### config.mk
export PLATFORM = sky130hd
export DESIGN_NAME = tip_timer0_irq
export DESIGN_NICKNAME = d
export VERILOG_FILES = /design/src/rtl/tip_pkg.sv /design/src/rtl/tip_presc_if.sv /design/src/rtl/tip_pin_sync.sv /design/src/rtl/tip_prescaler.sv /design/src/rtl/tip_timer0_irq.sv
export SDC_FILE = /design/constraint.sdc
export NUM_CORES = 1
export LEC_CHECK = 0
export ABC_AREA = 1
export BUFFER_PORTS_ARGS = -buffer_cell sky130_fd_sc_hd__buf_2
export CORE_MARGIN = 2
export CORE_UTILIZATION = 46
export DETAILED_ROUTE_END_ITERATION = 6
export MAX_ROUTING_LAYER = met4
export PLACE_DENSITY = 0.72
export SLEW_MARGIN = 25
export SYNTH_ARGS = -nofsm -noshare
export SYNTH_HDL_FRONTEND = slang
export SYNTH_SLANG_ARGS = --single-unit
export TNS_END_PERCENT = 10
### constraint.sdc
create_clock -name pclk -period 1.6 [get_ports pclk]
set_input_delay 0.16 -clock pclk [delete_from_list [all_inputs] [get_ports pclk]]
set_output_delay 0.16 -clock pclk [all_outputs]
set_load 0.02 [all_outputs]
### src/rtl/tip_pkg.sv
// Package with register map, field positions and clock-select codes.
package tip_pkg;

   localparam int ADDR_W = 12;
   localparam int DATA_W = 32;
   localparam int REG_W = 8;
   localparam int IDX_W = 10;
   localparam int CNT_W = 8;
   localparam int PRESC_W = 10;

   // Register indices; the byte address is four times the index.
   localparam logic [IDX_W-1:0] IDX_FLAG = 10'h036;
   localparam logic [IDX_W-1:0] IDX_MASK = 10'h037;
   localparam logic [IDX_W-1:0] IDX_SFC = 10'h038;
   localparam logic [IDX_W-1:0] IDX_ASR = 10'h039;
   localparam logic [IDX_W-1:0] IDX_CTRL = 10'h03a;
   localparam logic [IDX_W-1:0] IDX_CMP = 10'h03b;

   localparam logic [REG_W-1:0] REG_RST = 8'h00;
   localparam logic [CNT_W-1:0] CNT_BOTTOM = 8'h00;
   localparam logic [DATA_W-1:0] RD_ZERO = 32'h0000_0000;

   // Flag and mask share one layout.
   localparam int BIT_OVF = 0;
   localparam int BIT_CMP = 1;
   localparam int BIT_PSR_OTHERS = 0;
   localparam int BIT_PSR_T0 = 1;
   localparam int BIT_SYNC_HOLD = 7;
   localparam int BIT_ASYNC_SEL = 3;
   localparam int CS_LSB = 0;
   localparam int CS_W = 3;

   // Low counter bits that must be all ones for each divide ratio.
   localparam int DIV8_W = 3;
   localparam int DIV32_W = 5;
   localparam int DIV64_W = 6;
   localparam int DIV128_W = 7;
   localparam int DIV256_W = 8;
   localparam int DIV1024_W = 10;

   typedef enum logic [CS_W-1:0] {
      TIP_CS_STOP = 3'h0,
      TIP_CS_SRC = 3'h1,
      TIP_CS_DIV8 = 3'h2,
      TIP_CS_DIV32 = 3'h3,
      TIP_CS_DIV64 = 3'h4,
      TIP_CS_DIV128 = 3'h5,
      TIP_CS_DIV256 = 3'h6,
      TIP_CS_DIV1024 = 3'h7
   } tip_cs_t;

endpackage : tip_pkg

### src/rtl/tip_presc_if.sv
// Interface between the register block and the timer 0 prescaler.
`timescale 1ns/10ps
interface tip_presc_if;
   logic src_tick;
   logic presc_rst;
   tip_pkg::tip_cs_t cs;
   logic tick;
   logic rst_done;

   modport ctl (output src_tick, output presc_rst, output cs,
      input tick, input rst_done);
   modport presc (input src_tick, input presc_rst, input cs,
      output tick, output rst_done);
endinterface : tip_presc_if

### src/rtl/tip_pin_sync.sv
// Three-stage pin synchroniser with agreement filter and rise strobe.
`timescale 1ns/10ps
module tip_pin_sync (
   input wire logic pclk,
   input wire logic presetn,
   input wire logic pin,
   output logic level,
   output logic rise
);
   logic s1;
   logic s2;
   logic s3;
   logic next_level;

   // A change is accepted only once stages two and three agree.
   assign next_level = (s2 == s3) ? s3 : level;
   assign rise = next_level & ~level;

   always_ff @(posedge pclk or negedge presetn) begin
      if (!presetn) begin
         s1 <= 1'b0;
         s2 <= 1'b0;
         s3 <= 1'b0;
         level <= 1'b0;
      end else begin
         s1 <= pin;
         s2 <= s1;
         s3 <= s2;
         level <= next_level;
      end
   end
endmodule : tip_pin_sync

### src/rtl/tip_prescaler.sv
// Timer 0 prescaler: free divider with selectable tap and sync reset.
`timescale 1ns/10ps
module tip_prescaler #(
   parameter int PRESC_W = tip_pkg::PRESC_W
) (
   input wire logic pclk,
   input wire logic presetn,
   tip_presc_if.presc pif
);
   logic [PRESC_W-1:0] cnt;
   logic [PRESC_W-1:0] next_cnt;
   logic tap;
   logic all8;
   logic all32;
   logic all64;
   logic all128;
   logic all256;
   logic all1024;

   assign all8 = &cnt[tip_pkg::DIV8_W-1:0];
   assign all32 = &cnt[tip_pkg::DIV32_W-1:0];
   assign all64 = &cnt[tip_pkg::DIV64_W-1:0];
   assign all128 = &cnt[tip_pkg::DIV128_W-1:0];
   assign all256 = &cnt[tip_pkg::DIV256_W-1:0];
   assign all1024 = &cnt[tip_pkg::DIV1024_W-1:0];

   assign tap = (pif.cs == tip_pkg::TIP_CS_SRC) ? 1'b1 :
      (pif.cs == tip_pkg::TIP_CS_DIV8) ? all8 :
      (pif.cs == tip_pkg::TIP_CS_DIV32) ? all32 :
      (pif.cs == tip_pkg::TIP_CS_DIV64) ? all64 :
      (pif.cs == tip_pkg::TIP_CS_DIV128) ? all128 :
      (pif.cs == tip_pkg::TIP_CS_DIV256) ? all256 :
      (pif.cs == tip_pkg::TIP_CS_DIV1024) ? all1024 : 1'b0;

   // The timer is halted for as long as the prescaler reset is held.
   assign pif.tick = pif.src_tick & ~pif.presc_rst & tap;
   // In crystal mode the reset completes on the next source edge.
   assign pif.rst_done = pif.presc_rst & pif.src_tick;

   assign next_cnt = pif.presc_rst ? '0 :
      pif.src_tick ? PRESC_W'(cnt + 1'b1) : cnt;

   always_ff @(posedge pclk or negedge presetn) begin
      if (!presetn) begin
         cnt <= '0;
      end else begin
         cnt <= next_cnt;
      end
   end
endmodule : tip_prescaler

### src/rtl/tip_timer0_irq.sv
// Timer 0 interrupt flags, enables, clock source and prescaler control.
//
// What this block does
// - Compare interrupt needs its enable and global enable.
// - Overflow interrupt needs its enable and global enable.
// - Compare flag sets when count equals compare value.
// - Compare flag clears on vector or written one.
// - Overflow flag sets on timer overflow outside PWM.
// - Overflow flag clears on vector or written one.
// - In PWM, overflow flag sets at bottom reversal.
// - Interrupt requests run only with global, enable, flag; irq summary ignores global.
// - Clock from system clock, or crystal pin when selected.
// - Async select detaches both crystal pins from port.
// - Clock choices: stop, undivided, /8 through /1024.
// - Writing prescaler reset bit restarts the prescaler.
// - Sync hold keeps prescaler resets asserted, timers halted.
// - Clearing sync hold clears both resets together.
// - Reset bit self-clears, async waits, never under hold.
`timescale 1ns/10ps
module tip_timer0_irq #(
   parameter int ADDR_W = tip_pkg::ADDR_W,
   parameter int CNT_W = tip_pkg::CNT_W
) (
   input wire logic pclk,
   input wire logic presetn,
   input wire logic psel,
   input wire logic penable,
   input wire logic pwrite,
   input wire logic [ADDR_W-1:0] paddr,
   input wire logic [tip_pkg::DATA_W-1:0] pwdata,
   output logic [tip_pkg::DATA_W-1:0] prdata,
   output logic pready,
   output logic pslverr,
   input wire logic global_irq_en,
   input wire logic [CNT_W-1:0] timer_count,
   input wire logic count_update,
   input wire logic count_down,
   input wire logic pwm_mode,
   input wire logic ovf_event,
   input wire logic vec_ack_cmp,
   input wire logic vec_ack_ovf,
   input wire logic xtal_in_pin,
   output logic timer0_tick,
   output logic prescaler_reset_others,
   output logic xtal_pins_detached,
   output logic irq_cmp_req,
   output logic irq_ovf_req,
   output logic irq
);
   localparam int RW = tip_pkg::REG_W;

   tip_presc_if pif ();

   // Register state.
   logic cmp_match_flag;
   logic ovf_flag;
   logic [RW-1:0] timer_irq_mask;
   logic sync_hold_mode;
   logic prescaler_reset_t0;
   logic async_clock_sel;
   tip_pkg::tip_cs_t clk_sel;
   logic [CNT_W-1:0] cmp_value_reg;
   logic prev_down;

   // Bus decode.
   logic [tip_pkg::IDX_W-1:0] idx;
   logic acc;
   logic setup;
   logic wr;
   logic hit_flag;
   logic hit_mask;
   logic hit_sfc;
   logic hit_asr;
   logic hit_ctrl;
   logic hit_cmp;
   logic mapped;
   logic [RW-1:0] wdata;
   logic [RW-1:0] rd_byte;
   logic [tip_pkg::DATA_W-1:0] rd_word;

   assign idx = paddr[tip_pkg::IDX_W+1:2];
   assign acc = psel & penable;
   assign setup = psel & ~penable;
   assign wr = acc & pwrite;
   assign wdata = pwdata[RW-1:0];
   assign hit_flag = (idx == tip_pkg::IDX_FLAG);
   assign hit_mask = (idx == tip_pkg::IDX_MASK);
   assign hit_sfc = (idx == tip_pkg::IDX_SFC);
   assign hit_asr = (idx == tip_pkg::IDX_ASR);
   assign hit_ctrl = (idx == tip_pkg::IDX_CTRL);
   assign hit_cmp = (idx == tip_pkg::IDX_CMP);
   assign mapped = hit_flag | hit_mask | hit_sfc | hit_asr | hit_ctrl |
      hit_cmp;

   // Every access completes at once; unmapped ones report an error.
   assign pready = 1'b1;
   assign pslverr = acc & ~mapped;

   logic wr_flag;
   logic wr_mask;
   logic wr_sfc;
   logic wr_asr;
   logic wr_ctrl;
   logic wr_cmp;

   assign wr_flag = wr & hit_flag;
   assign wr_mask = wr & hit_mask;
   assign wr_sfc = wr & hit_sfc;
   assign wr_asr = wr & hit_asr;
   assign wr_ctrl = wr & hit_ctrl;
   assign wr_cmp = wr & hit_cmp;

   // Read mux; bits with no function read as zero, except in the mask register, where all eight bits read back as written.
   logic [RW-1:0] flag_view;
   logic [RW-1:0] sfc_view;
   logic [RW-1:0] asr_view;
   logic [RW-1:0] ctrl_view;

   always_comb begin
      flag_view = tip_pkg::REG_RST;
      flag_view[tip_pkg::BIT_CMP] = cmp_match_flag;
      flag_view[tip_pkg::BIT_OVF] = ovf_flag;
      sfc_view = tip_pkg::REG_RST;
      sfc_view[tip_pkg::BIT_SYNC_HOLD] = sync_hold_mode;
      sfc_view[tip_pkg::BIT_PSR_T0] = prescaler_reset_t0;
      sfc_view[tip_pkg::BIT_PSR_OTHERS] = prescaler_reset_others;
      asr_view = tip_pkg::REG_RST;
      asr_view[tip_pkg::BIT_ASYNC_SEL] = async_clock_sel;
      ctrl_view = tip_pkg::REG_RST;
      ctrl_view[tip_pkg::CS_LSB +: tip_pkg::CS_W] = clk_sel;
   end

   assign rd_byte = hit_flag ? flag_view :
      hit_mask ? timer_irq_mask :
      hit_sfc ? sfc_view :
      hit_asr ? asr_view :
      hit_ctrl ? ctrl_view :
      hit_cmp ? RW'(cmp_value_reg) : tip_pkg::REG_RST;
   assign rd_word = {{(tip_pkg::DATA_W-RW){1'b0}}, rd_byte};

   // Read data is captured in the setup cycle and held through access.
   always_ff @(posedge pclk or negedge presetn) begin
      if (!presetn) begin
         prdata <= tip_pkg::RD_ZERO;
      end else if (setup & ~pwrite) begin
         prdata <= rd_word;
      end
   end

   // Flag events.
   logic cmp_hit;
   logic pwm_bottom;
   logic ovf_set;
   logic clr_cmp;
   logic clr_ovf;
   logic next_cmp_flag;
   logic next_ovf_flag;

   assign cmp_hit = count_update & (timer_count == cmp_value_reg);
   // Direction turns from down to up while the count sits at bottom.
   assign pwm_bottom = pwm_mode & count_update & ~count_down & prev_down &
      (timer_count == CNT_W'(tip_pkg::CNT_BOTTOM));
   assign ovf_set = (~pwm_mode & ovf_event) | pwm_bottom;
   assign clr_cmp = (wr_flag & wdata[tip_pkg::BIT_CMP]) | vec_ack_cmp;
   assign clr_ovf = (wr_flag & wdata[tip_pkg::BIT_OVF]) | vec_ack_ovf;
   // A set in the same cycle as a clear keeps the flag.
   assign next_cmp_flag = cmp_hit | (cmp_match_flag & ~clr_cmp);
   assign next_ovf_flag = ovf_set | (ovf_flag & ~clr_ovf);

   always_ff @(posedge pclk or negedge presetn) begin
      if (!presetn) begin
         cmp_match_flag <= 1'b0;
         ovf_flag <= 1'b0;
         prev_down <= 1'b0;
      end else begin
         cmp_match_flag <= next_cmp_flag;
         ovf_flag <= next_ovf_flag;
         prev_down <= count_update ? count_down : prev_down;
      end
   end

   // Mask, clock select, async select and compare value registers.
   always_ff @(posedge pclk or negedge presetn) begin
      if (!presetn) begin
         timer_irq_mask <= tip_pkg::REG_RST;
         async_clock_sel <= 1'b0;
         clk_sel <= tip_pkg::TIP_CS_STOP;
         cmp_value_reg <= '0;
      end else begin
         if (wr_mask) begin
            timer_irq_mask <= wdata;
         end
         if (wr_asr) begin
            async_clock_sel <= wdata[tip_pkg::BIT_ASYNC_SEL];
         end
         if (wr_ctrl) begin
            clk_sel <= tip_pkg::tip_cs_t'(
               wdata[tip_pkg::CS_LSB +: tip_pkg::CS_W]);
         end
         if (wr_cmp) begin
            cmp_value_reg <= CNT_W'(wdata);
         end
      end
   end

   // Prescaler reset and synchronisation hold.
   logic hold_release;
   logic prescaler_reset_t0_done;
   logic next_hold;
   logic next_prescaler_reset_t0;
   logic next_psr_others;

   assign hold_release = wr_sfc & sync_hold_mode &
      ~wdata[tip_pkg::BIT_SYNC_HOLD];
   assign next_hold = wr_sfc ? wdata[tip_pkg::BIT_SYNC_HOLD] :
      sync_hold_mode;
   // In crystal mode the bit stays up until the reset has taken effect.
   assign prescaler_reset_t0_done = async_clock_sel ? pif.rst_done : 1'b1;
   assign next_prescaler_reset_t0 = hold_release ? 1'b0 :
      (wr_sfc & wdata[tip_pkg::BIT_PSR_T0]) ? 1'b1 :
      (prescaler_reset_t0 & ~sync_hold_mode & prescaler_reset_t0_done) ? 1'b0 :
      prescaler_reset_t0;
   assign next_psr_others = hold_release ? 1'b0 :
      (wr_sfc & wdata[tip_pkg::BIT_PSR_OTHERS]) ? 1'b1 :
      (prescaler_reset_others & ~sync_hold_mode) ? 1'b0 :
      prescaler_reset_others;

   always_ff @(posedge pclk or negedge presetn) begin
      if (!presetn) begin
         sync_hold_mode <= 1'b0;
         prescaler_reset_t0 <= 1'b0;
         prescaler_reset_others <= 1'b0;
      end else begin
         sync_hold_mode <= next_hold;
         prescaler_reset_t0 <= next_prescaler_reset_t0;
         prescaler_reset_others <= next_psr_others;
      end
   end

   // Clock source: every system clock, or each filtered crystal rise.
   logic xtal_rise;

   tip_pin_sync u_xtal_sync (
      .pclk(pclk),
      .presetn(presetn),
      .pin(xtal_in_pin),
      .level(),
      .rise(xtal_rise)
   );

   assign pif.src_tick = async_clock_sel ? xtal_rise : 1'b1;
   assign pif.presc_rst = prescaler_reset_t0;
   assign pif.cs = clk_sel;

   tip_prescaler u_presc (
      .pclk(pclk),
      .presetn(presetn),
      .pif(pif)
   );

   always_ff @(posedge pclk or negedge presetn) begin
      if (!presetn) begin
         timer0_tick <= 1'b0;
      end else begin
         timer0_tick <= pif.tick;
      end
   end

   assign xtal_pins_detached = async_clock_sel;

   // Interrupt requests to the core and the summary line.
   logic [RW-1:0] pend;

   assign irq_cmp_req = cmp_match_flag & global_irq_en &
      timer_irq_mask[tip_pkg::BIT_CMP];
   assign irq_ovf_req = ovf_flag & global_irq_en &
      timer_irq_mask[tip_pkg::BIT_OVF];
   assign pend = flag_view & timer_irq_mask;
   assign irq = |pend;
endmodule : tip_timer0_irq

# == Word-level counts from Yosys, hierarchy flattened ==
# Index checks and enable logic that the tools add are counted.
# word_totals
reg_bits,49
inputBits,65
output_inout_bits,40
word_cells,126
# classes
n_addsub,1
n_eq_ne,15
muxes,24
n_bitwise,58
n_reduce_logical,11
# ops
operator,n
$eq 10x6->1 const B,6
$mux 8,6
$and 1x1->1,36
$mux 10,2
$mux 1,16
$eq 3x3->1 const B,4
$not 1->1,11
$add 10x1->10 const B,1
$or 1x1->1,10
$reduce_and 10->1,1
$and 2x8->8,1
$eq 8x8->1,1
$logic_not 8->1,1
$reduce_and 8->1,1
$reduce_or 8->1,1
$reduce_and 7->1,1
$eq 3x2->1 const B,2
$reduce_and 6->1,1
$reduce_bool 3->1,2
$reduce_and 5->1,1
$eq 3x1->1 const B,1
$reduce_and 3->1,1
$reduce_bool 2->1,1
$eq 1x1->1,1

# == Longest topological paths before layout ==
# Gate-level depths: netlist of run 1.
# depth
word_depth,10
depth_mapped,11
depth_no_buf,11

# == Modules after synthesis ==
# Synthesis of run 1 repeated with hierarchy kept, for this count alone.
# hier_totals
cells_unflattened,402
area_unflattened_um2,2960.3
# modules_own_cells
mod,n_inst,cells_each,area_each_um2,seq_area_each_um2
tip_timer0_irq,1,308,2224.6,875.8
tip_prescaler,1,84,611.8,250.2
tip_pin_sync,1,10,123.9,100.1

# == Worst setup path before layout of run 1 ==
# No wires, ideal clock.
# synth_path
path_type,reg2reg
from,register u_presc.cnt[0]
to,register timer0_tick
setup_ps,129
t_arrival_ps,1189
required_time_ps,1471
path_slack_ps,281
stages_incl_launch_ff,9
path_buffers,0
synth_period_minus_slack_ps,1319
path_cell_list,dfrtp_1 > ha_1 > nand3_1 > inv_1 > ha_1 > o21ai_0 > nand2_1 > nand2_1 > a31oi_1
# synth_via
elab_chain_cells,9
word_cells_on_any_way,14
cone_classes,7 x mux; 1 x bitwise; 6 x reduce/logical
# synth_rtl
item,line_no,text
start: declaration,tip_prescaler.sv:10,logic [PRESC_W-1:0] cnt;
start signal: assignment,tip_prescaler.sv:47,cnt <= next_cnt;
$reduce_and 10->1,tip_prescaler.sv:25,assign all1024 = &cnt[tip_pkg::DIV1024_W-1:0];
$mux 1,tip_prescaler.sv:33,(pif.cs == tip_pkg::TIP_CS_DIV1024) ? all1024 : 1'b0;
$mux 1,tip_prescaler.sv:32,(pif.cs == tip_pkg::TIP_CS_DIV256) ? all256 :
$mux 1,tip_prescaler.sv:31,(pif.cs == tip_pkg::TIP_CS_DIV128) ? all128 :
$mux 1,tip_prescaler.sv:30,(pif.cs == tip_pkg::TIP_CS_DIV64) ? all64 :
$mux 1,tip_prescaler.sv:29,(pif.cs == tip_pkg::TIP_CS_DIV32) ? all32 :
$mux 1 (*),tip_prescaler.sv:28,(pif.cs == tip_pkg::TIP_CS_DIV8) ? all8 :
$mux 1 (*),tip_prescaler.sv:27,assign tap = (pif.cs == tip_pkg::TIP_CS_SRC) ? 1'b1 :
$and 1x1->1 (*),tip_prescaler.sv:36,assign pif.tick = pif.src_tick & ~pif.presc_rst & tap;
via pif.tick,tip_presc_if.sv:7,logic tick;
end signal: assignment,tip_timer0_irq.sv:265,timer0_tick <= pif.tick;
end: declaration,tip_timer0_irq.sv:43,"output logic timer0_tick,"
# The timed path passes the listed nets; every way through them passes the cells marked *.
# A chain may end at the register's enable or synchronous reset.

# == Final worst setup path of run 1 ==
# layout_path
from,input paddr[11]
to,output pslverr
# layout_via
elab_chain_cells,8
word_cells_on_any_way,13
cone_classes,6 x eq/ne; 7 x bitwise
# layout_rtl
item,line_no,text
start: declaration,tip_timer0_irq.sv:29,"input wire logic [ADDR_W-1:0] paddr,"
"$eq 10x6->1, on equally long branches","tip_timer0_irq.sv:86, tip_timer0_irq.sv:87",
$or 1x1->1 (4 in series),tip_timer0_irq.sv:92,assign mapped = hit_flag | hit_mask | hit_sfc | hit_asr | hit_ctrl |
$or 1x1->1 (*),tip_timer0_irq.sv:92,
$not 1->1 (*),tip_timer0_irq.sv:97,assign pslverr = acc & ~mapped;
$and 1x1->1 (*),tip_timer0_irq.sv:97,
end: declaration,tip_timer0_irq.sv:33,"output logic pslverr,"
# Mark *: on every way between the ends. The rest lies on a longest branch, timed or not.

==> flow_summary.yaml, run 1 <==
clock_tree:
  cts_root_buf: "clkbuf_8"
  cts.sinks: 49
  cts.path.max_buffers: 2
  cts_max_level: 2
  clk_pin_slew_ns: 0.08
  cts_setup_buffers: 0
  cts_tree: "done"
  clk_latency_ns: 0.30
  cts_inserted_buffers: 5
grt:
  antenna_found_initial: 0
  grt_use_total_pct: 19.62
  grt_pass1_wl_um: 10960
  grt_pass1_vias: 2355
  grt_max_degree: 50
  grt-ovfl-total: 0
timing:
  fmax_mhz: 666.6
  hold-worst-slack_ns: 0.08704
  finalCriticalPeriod_ns: 1.500
  fin_ws_ns: 0.09989
  fin_worst_skew_ns: 0.008038
  finalMaxSlewViolations: 0
  rsz0062_at_grt: "no"
  hold_violations: 0
  fin_crit_sh_pct: 93.76
  setup_viol: 0
  setup_tns_ns: 0
detailed_routing:
  routed_wl_um: 6349
  vias: 2538
  remaining_drc_errors: 0
  vias_per_cell: 4.928
  firstDrtPassIters: 4
  drt_iter0_markers: 197
  final_antenna_net_count: 0
  routedWlPerCell_um: 12.33
place:
  gp_congestion: 0.8492
  io_buffers: 53
  post-place-ws_ns: 0.1316
  dp_cells: 505
  hpwl_um: 4964
critical_path:
  slowest_stage: "nor2_2"
  max_stage_delay_ns: 0.21
  cp_cell_sequence: "buf_2 -> nor2_2 -> inv_2 -> nor2_2 -> nand2_1 -> nand4_1 -> nor3_2 -> buf_2"
  critPathMaxFanout: 4
  cp.arrival_ns: 1.34
  regToRegSetupSlack_ns: 0.15
  endpoint_kind: "primary output"
  critPathLaunchType: "input port"
  path_class: "input port to primary output"
  worstPathRequired_ns: 1.44
logic_synthesis:
  seq_area_frac_synth_pct: 41.77
  syn_area_per_cell_sq_um: 7.891
  synth_area_leaders: "dfrtp_1, nand2_1, buf_4"
  ys_ff_latch: 49
  yosysTopAreaCellShare_pct: 41.77
  syn_inst: 372
  yosys.area.top_type: "dfrtp_1"
  synth_cell_types: 36
  netlist_area_sq_mm: 0.002935
  yosys_warnings: 0
cells_and_area:
  largest_register_ffs: 10
  diodes: 0
  regMostFlops: "u_presc.cnt"
  drive_gt1_share_pct: 24.66
  final_common_cell: "nand2_1"
  final_cells: 515
  areaGrowthSynthToFinish_pct: 15.09
  layout.nets: 505
  layout_common_cells: "nand2_1, buf_2, dfrtp_1"
die:
  dieArea_sq_mm: 0.007036
  start_util_pct: 46.76
  rows: 29
  dieHeight_um: 83.88
  die_x_um: 83.88
  core_area_sq_mm: 0.006277
  pin_count: 105
run_status:
  status: "completed"
job:
  drv.max_cap_violation_count: 0
power_and_ir_drop:
  p_leak_nw: 1.830
  power.density_mw_per_mm2: 824.4
  ir_worst_vdd_mv: 0.6129
  p_total_mw: 2.785
worst_hold_path:
  hold_path_class: "input port to register"
-- layout make-up --
class	count	area [sq um]
inverters	54	202.7
clock inverters	1	30.03
well taps	77	96.34
flip-flops and latches	49	1226
multi-input cells	264	1379
clock buffers	7	86.33
repair buffers	63	357.8
fillers	596	2899
-- path summary, 6_finish.rpt --
kind                                  end            from  cells past startpoint
max                               pslverr       paddr[11]                      8
min                             prev_down      count_down                      3
max reg2reg                   timer0_tick  u_presc.cnt[0]                      8
min reg2reg                u_xtal_sync.s2  u_xtal_sync.s1                      0
max in group asynchronous  u_presc.cnt[7]         presetn                      3
min in group asynchronous  u_xtal_sync.s1         presetn                      3
-- per-stage QoR --
stage          area [sq um]  utilization, %
2_1_floorplan          3022               -
3_3_place_gp           3234           51.52
3_5_place_dp           3234           51.52
4_1_cts                3371           53.70
5_1_grt                3378           53.82
6_report               3378           53.82
-- metal layers --
metal | wire length, um | up-vias | global-route usage (%)
li1 | - | 1280 | -
met1 | 3035 | 1161 | 27.47
met2 | 2818 | 90 | 29.82
met3 | 418 | 7 | 3.363
met4 | 76 | 0 | 4.985
met5 | 0 | - | -
-- worst max-delay path: cells and delay by family --
family        cells  cell delay, ns
buf+inv           3            0.35
simple gates      5            0.82
-- power breakdown --
part | switching [mW] | leakage, nW | internal [mW]
Clock | 0.403 | 0.0585 | 0.510
Sequential | 0.0882 | 0.659 | 1.34
Combinational | 0.290 | 1.11 | 0.156
-- cells in the mapped netlist (all sizes together) --
| library cell | number |
|---|---|
| nor4 | 3 |
| nand4 | 14 |
| o21ai | 36 |
| xor2 | 4 |
| clkinv | 1 |
| o211ai | 2 |
| maj3 | 1 |
| a31oi | 2 |
| buf | 28 |
| a21oi | 7 |
| nand2 | 100 |
| ha | 3 |
| a22o | 3 |
| o22ai | 3 |
| nor3 | 14 |
| conb | 2 |
| inv | 53 |
| nor3b | 1 |
| nand3b | 1 |
| a211oi | 1 |
| o21a | 1 |
| nor2 | 28 |
| nand3 | 15 |
| dfrtp | 49 |
-- cells by family after synthesis --
| family | synth area share, % |
|---|---|
| compound gates | 12.36 |
| xor+xnor | 1.193 |
| fa+ha+maj | 1.620 |
| buf+inv | 14.45 |
| flops | 41.77 |
| other cells | 0.2558 |
| simple gates | 28.35 |
-- repair_timing --
item / 4_1_cts / 5_1_grt
hold buffers: 2 / 0
gates resized for setup: 0 / 3
setup endpoints to repair: 0 / 2
endpoints found under the hold margin: 50 / 0
(Power assumes the default switching activity.)
==> run 2: changes to the inputs <==
==> constraint.sdc (replaced) <==
create_clock -name pclk -period 1.5 [get_ports pclk]
set_input_delay 0.15 -clock pclk [delete_from_list [all_inputs] [get_ports pclk]]
set_output_delay 0.15 -clock pclk [all_outputs]
set_load 0.02 [all_outputs]
==> run 2 against run 1 <==
  * Sequential cell count stayed put
  * Worst hold slack worse by 0.013 ns
  * First-iteration DRC count is 19% lower
  * Count of clock-buffer cells in the layout stayed put
  * Critical path depth stayed put
  * Global-route usage is 0.45 points lower
  * Final area is 0.44% higher
  * Clock power is 8.0% lower
  * Sequential power is 6% higher
  * Core utilization is 0.24 points higher
==> flow_summary.yaml, run 2 (synthesized netlist as in run 1, its figures left out) <==
run_status:
  status: "completed"
timing:
  rsz0062_at_grt: "no"
  setup_viol: 0
  finalMaxSlewViolations: 0
  setup_tns_ns: 0
  hold-worst-slack_ns: 0.07384
  fmax_mhz: 723.5
  hold_violations: 0
  finalCriticalPeriod_ns: 1.382
  fin_crit_sh_pct: 92.14
  fin_worst_skew_ns: 0.006368
detailed_routing:
  vias: 2553
  remaining_drc_errors: 0
  vias_per_cell: 4.919
  final_antenna_net_count: 0
  routedWlPerCell_um: 12.06
  drt_iter0_markers: 159
  firstDrtPassIters: 4
  routed_wl_um: 6257
clock_tree:
  cts.path.max_buffers: 2
  cts.sinks: 49
  cts_root_buf: "clkbuf_8"
  cts_max_level: 2
  cts_inserted_buffers: 5
  clk_latency_ns: 0.30
  clk_pin_slew_ns: 0.09
  cts_tree: "done"
grt:
  grt_busiest_layer: "met2"
  grtUsageMet3_pct: 2.671
  grt.met1_usage_pct: 27.41
  antenna_found_initial: 0
  met2_usage_pct: 29.09
  grt_pass1_vias: 2306
  grt-ovfl-total: 0
  grt_max_degree: 50
  grt_pass1_wl_um: 10630
  grt_use_total_pct: 19.16
critical_path:
  critPathBufInv: 1
  path_delay_family: "flip-flops"
  path_class: "register to register"
  worstPathRequired_ns: 1.67
  endpoint_kind: "register"
  cp.arrival_ns: 1.56
  critPathLaunchType: "register"
  slowest_stage: "dfrtp_1"
  max_stage_delay_ns: 0.41
  critPathMaxFanout: 3
  cp_cell_sequence: "ha_1 -> nand3_1 -> inv_1 -> ha_1 -> o21ai_1 -> nand2_1 -> nand2_1 -> a31oi_1"
power_and_ir_drop:
  p_total_mw: 2.837
  power.density_mw_per_mm2: 836.1
  ir_worst_vdd_mv: 0.5498
  p_leak_nw: 1.849
place:
  gp_congestion: 0.8394
  hpwl_um: 4905
  io_buffers: 53
worst_hold_path:
  hold_path_class: "input port to register"
cells_and_area:
  diodes: 0
  regMostFlops: "u_presc.cnt"
  layout_common_cells: "nand2_1, buf_2, dfrtp_1"
  drive_gt1_share_pct: 25.34
  largest_register_ffs: 10
  final_common_cell: "nand2_1"
  layout.nets: 509
  areaGrowthSynthToFinish_pct: 15.60
die:
  die_x_um: 83.88
  start_util_pct: 46.76
  core_area_sq_mm: 0.006277
  rows: 29
  pin_count: 105
  dieArea_sq_mm: 0.007036
  dieHeight_um: 83.88
job:
  drv.max_cap_violation_count: 0
[run 2: worst paths after layout]
| path | slack [ns] | to | startpoint | cells after the start |
|---|---|---|---|---|
| max in group asynchronous | 0.90 | prescaler_reset_others | presetn | 3 |
| min in group asynchronous | 0.36 | u_xtal_sync.s1 | presetn | 3 |
| worst max-delay path | 0.12 | timer0_tick | u_presc.cnt[0] | 8 |
| worst max register to register | 0.12 | timer0_tick | u_presc.cnt[0] | 8 |
| worst min-delay path | 0.07 | prev_down | count_down | 3 |
| worst min register to register | 0.35 | u_xtal_sync.s2 | u_xtal_sync.s1 | 0 |
[run 2: worst min-delay path, delay by kind of cell]
kind / cells / cell delay [ns]
buffers and inverters: 1 / 0.09
AOI/OAI and AO/OA: 1 / 0.06
and+or+nand+nor: 1 / 0.04
[run 2: cell type report]
| type | count | area [sq um] |
|---|---|---|
| inverter | 54 | 202.7 |
| tap | 77 | 96.34 |
| clock buffer | 7 | 96.34 |
| sequential | 49 | 1226 |
| timing repair buffer | 67 | 387.9 |
| multi-input combinational | 264 | 1379 |
| fill | 591 | 2884 |
| clock inverter | 1 | 5.005 |
[run 2: metal layers]
metal,share of wire [%],routed length (um)
met1,48,3001
met2,46,2857
met3,5.8,362
met4,0.56,35
met5,0,0
[run 2: metrics by stage]
stage / instances / setup WS (ns) / util, % / instance area, sq um
after floorplan: 395 / 0.1815 / - / 3022
after global placement: 508 / 0.08371 / 51.88 / 3257
after detailed placement: 508 / 0.05656 / 51.88 / 3257
after CTS: 518 / 0.04556 / 53.82 / 3378
after global routing: 519 / 0.0001539 / 54.06 / 3393
final: 519 / 0.1179 / 54.06 / 3393
[run 2: where the power goes]
part | switching (mW) | leakage (nW) | internal [mW]
sequential | 0.0924 | 0.659 | 1.43
clock | 0.422 | 0.0542 | 0.417
combinational | 0.308 | 1.14 | 0.170
[run 2: timing repair]
item / CTS / global route
hold endpoints to repair: 50 / 0
hold buffers: 2 / 0
setup buffers: 0 / 1
resized for setup: 0 / 3
setup endpoints to repair: 0 / 2
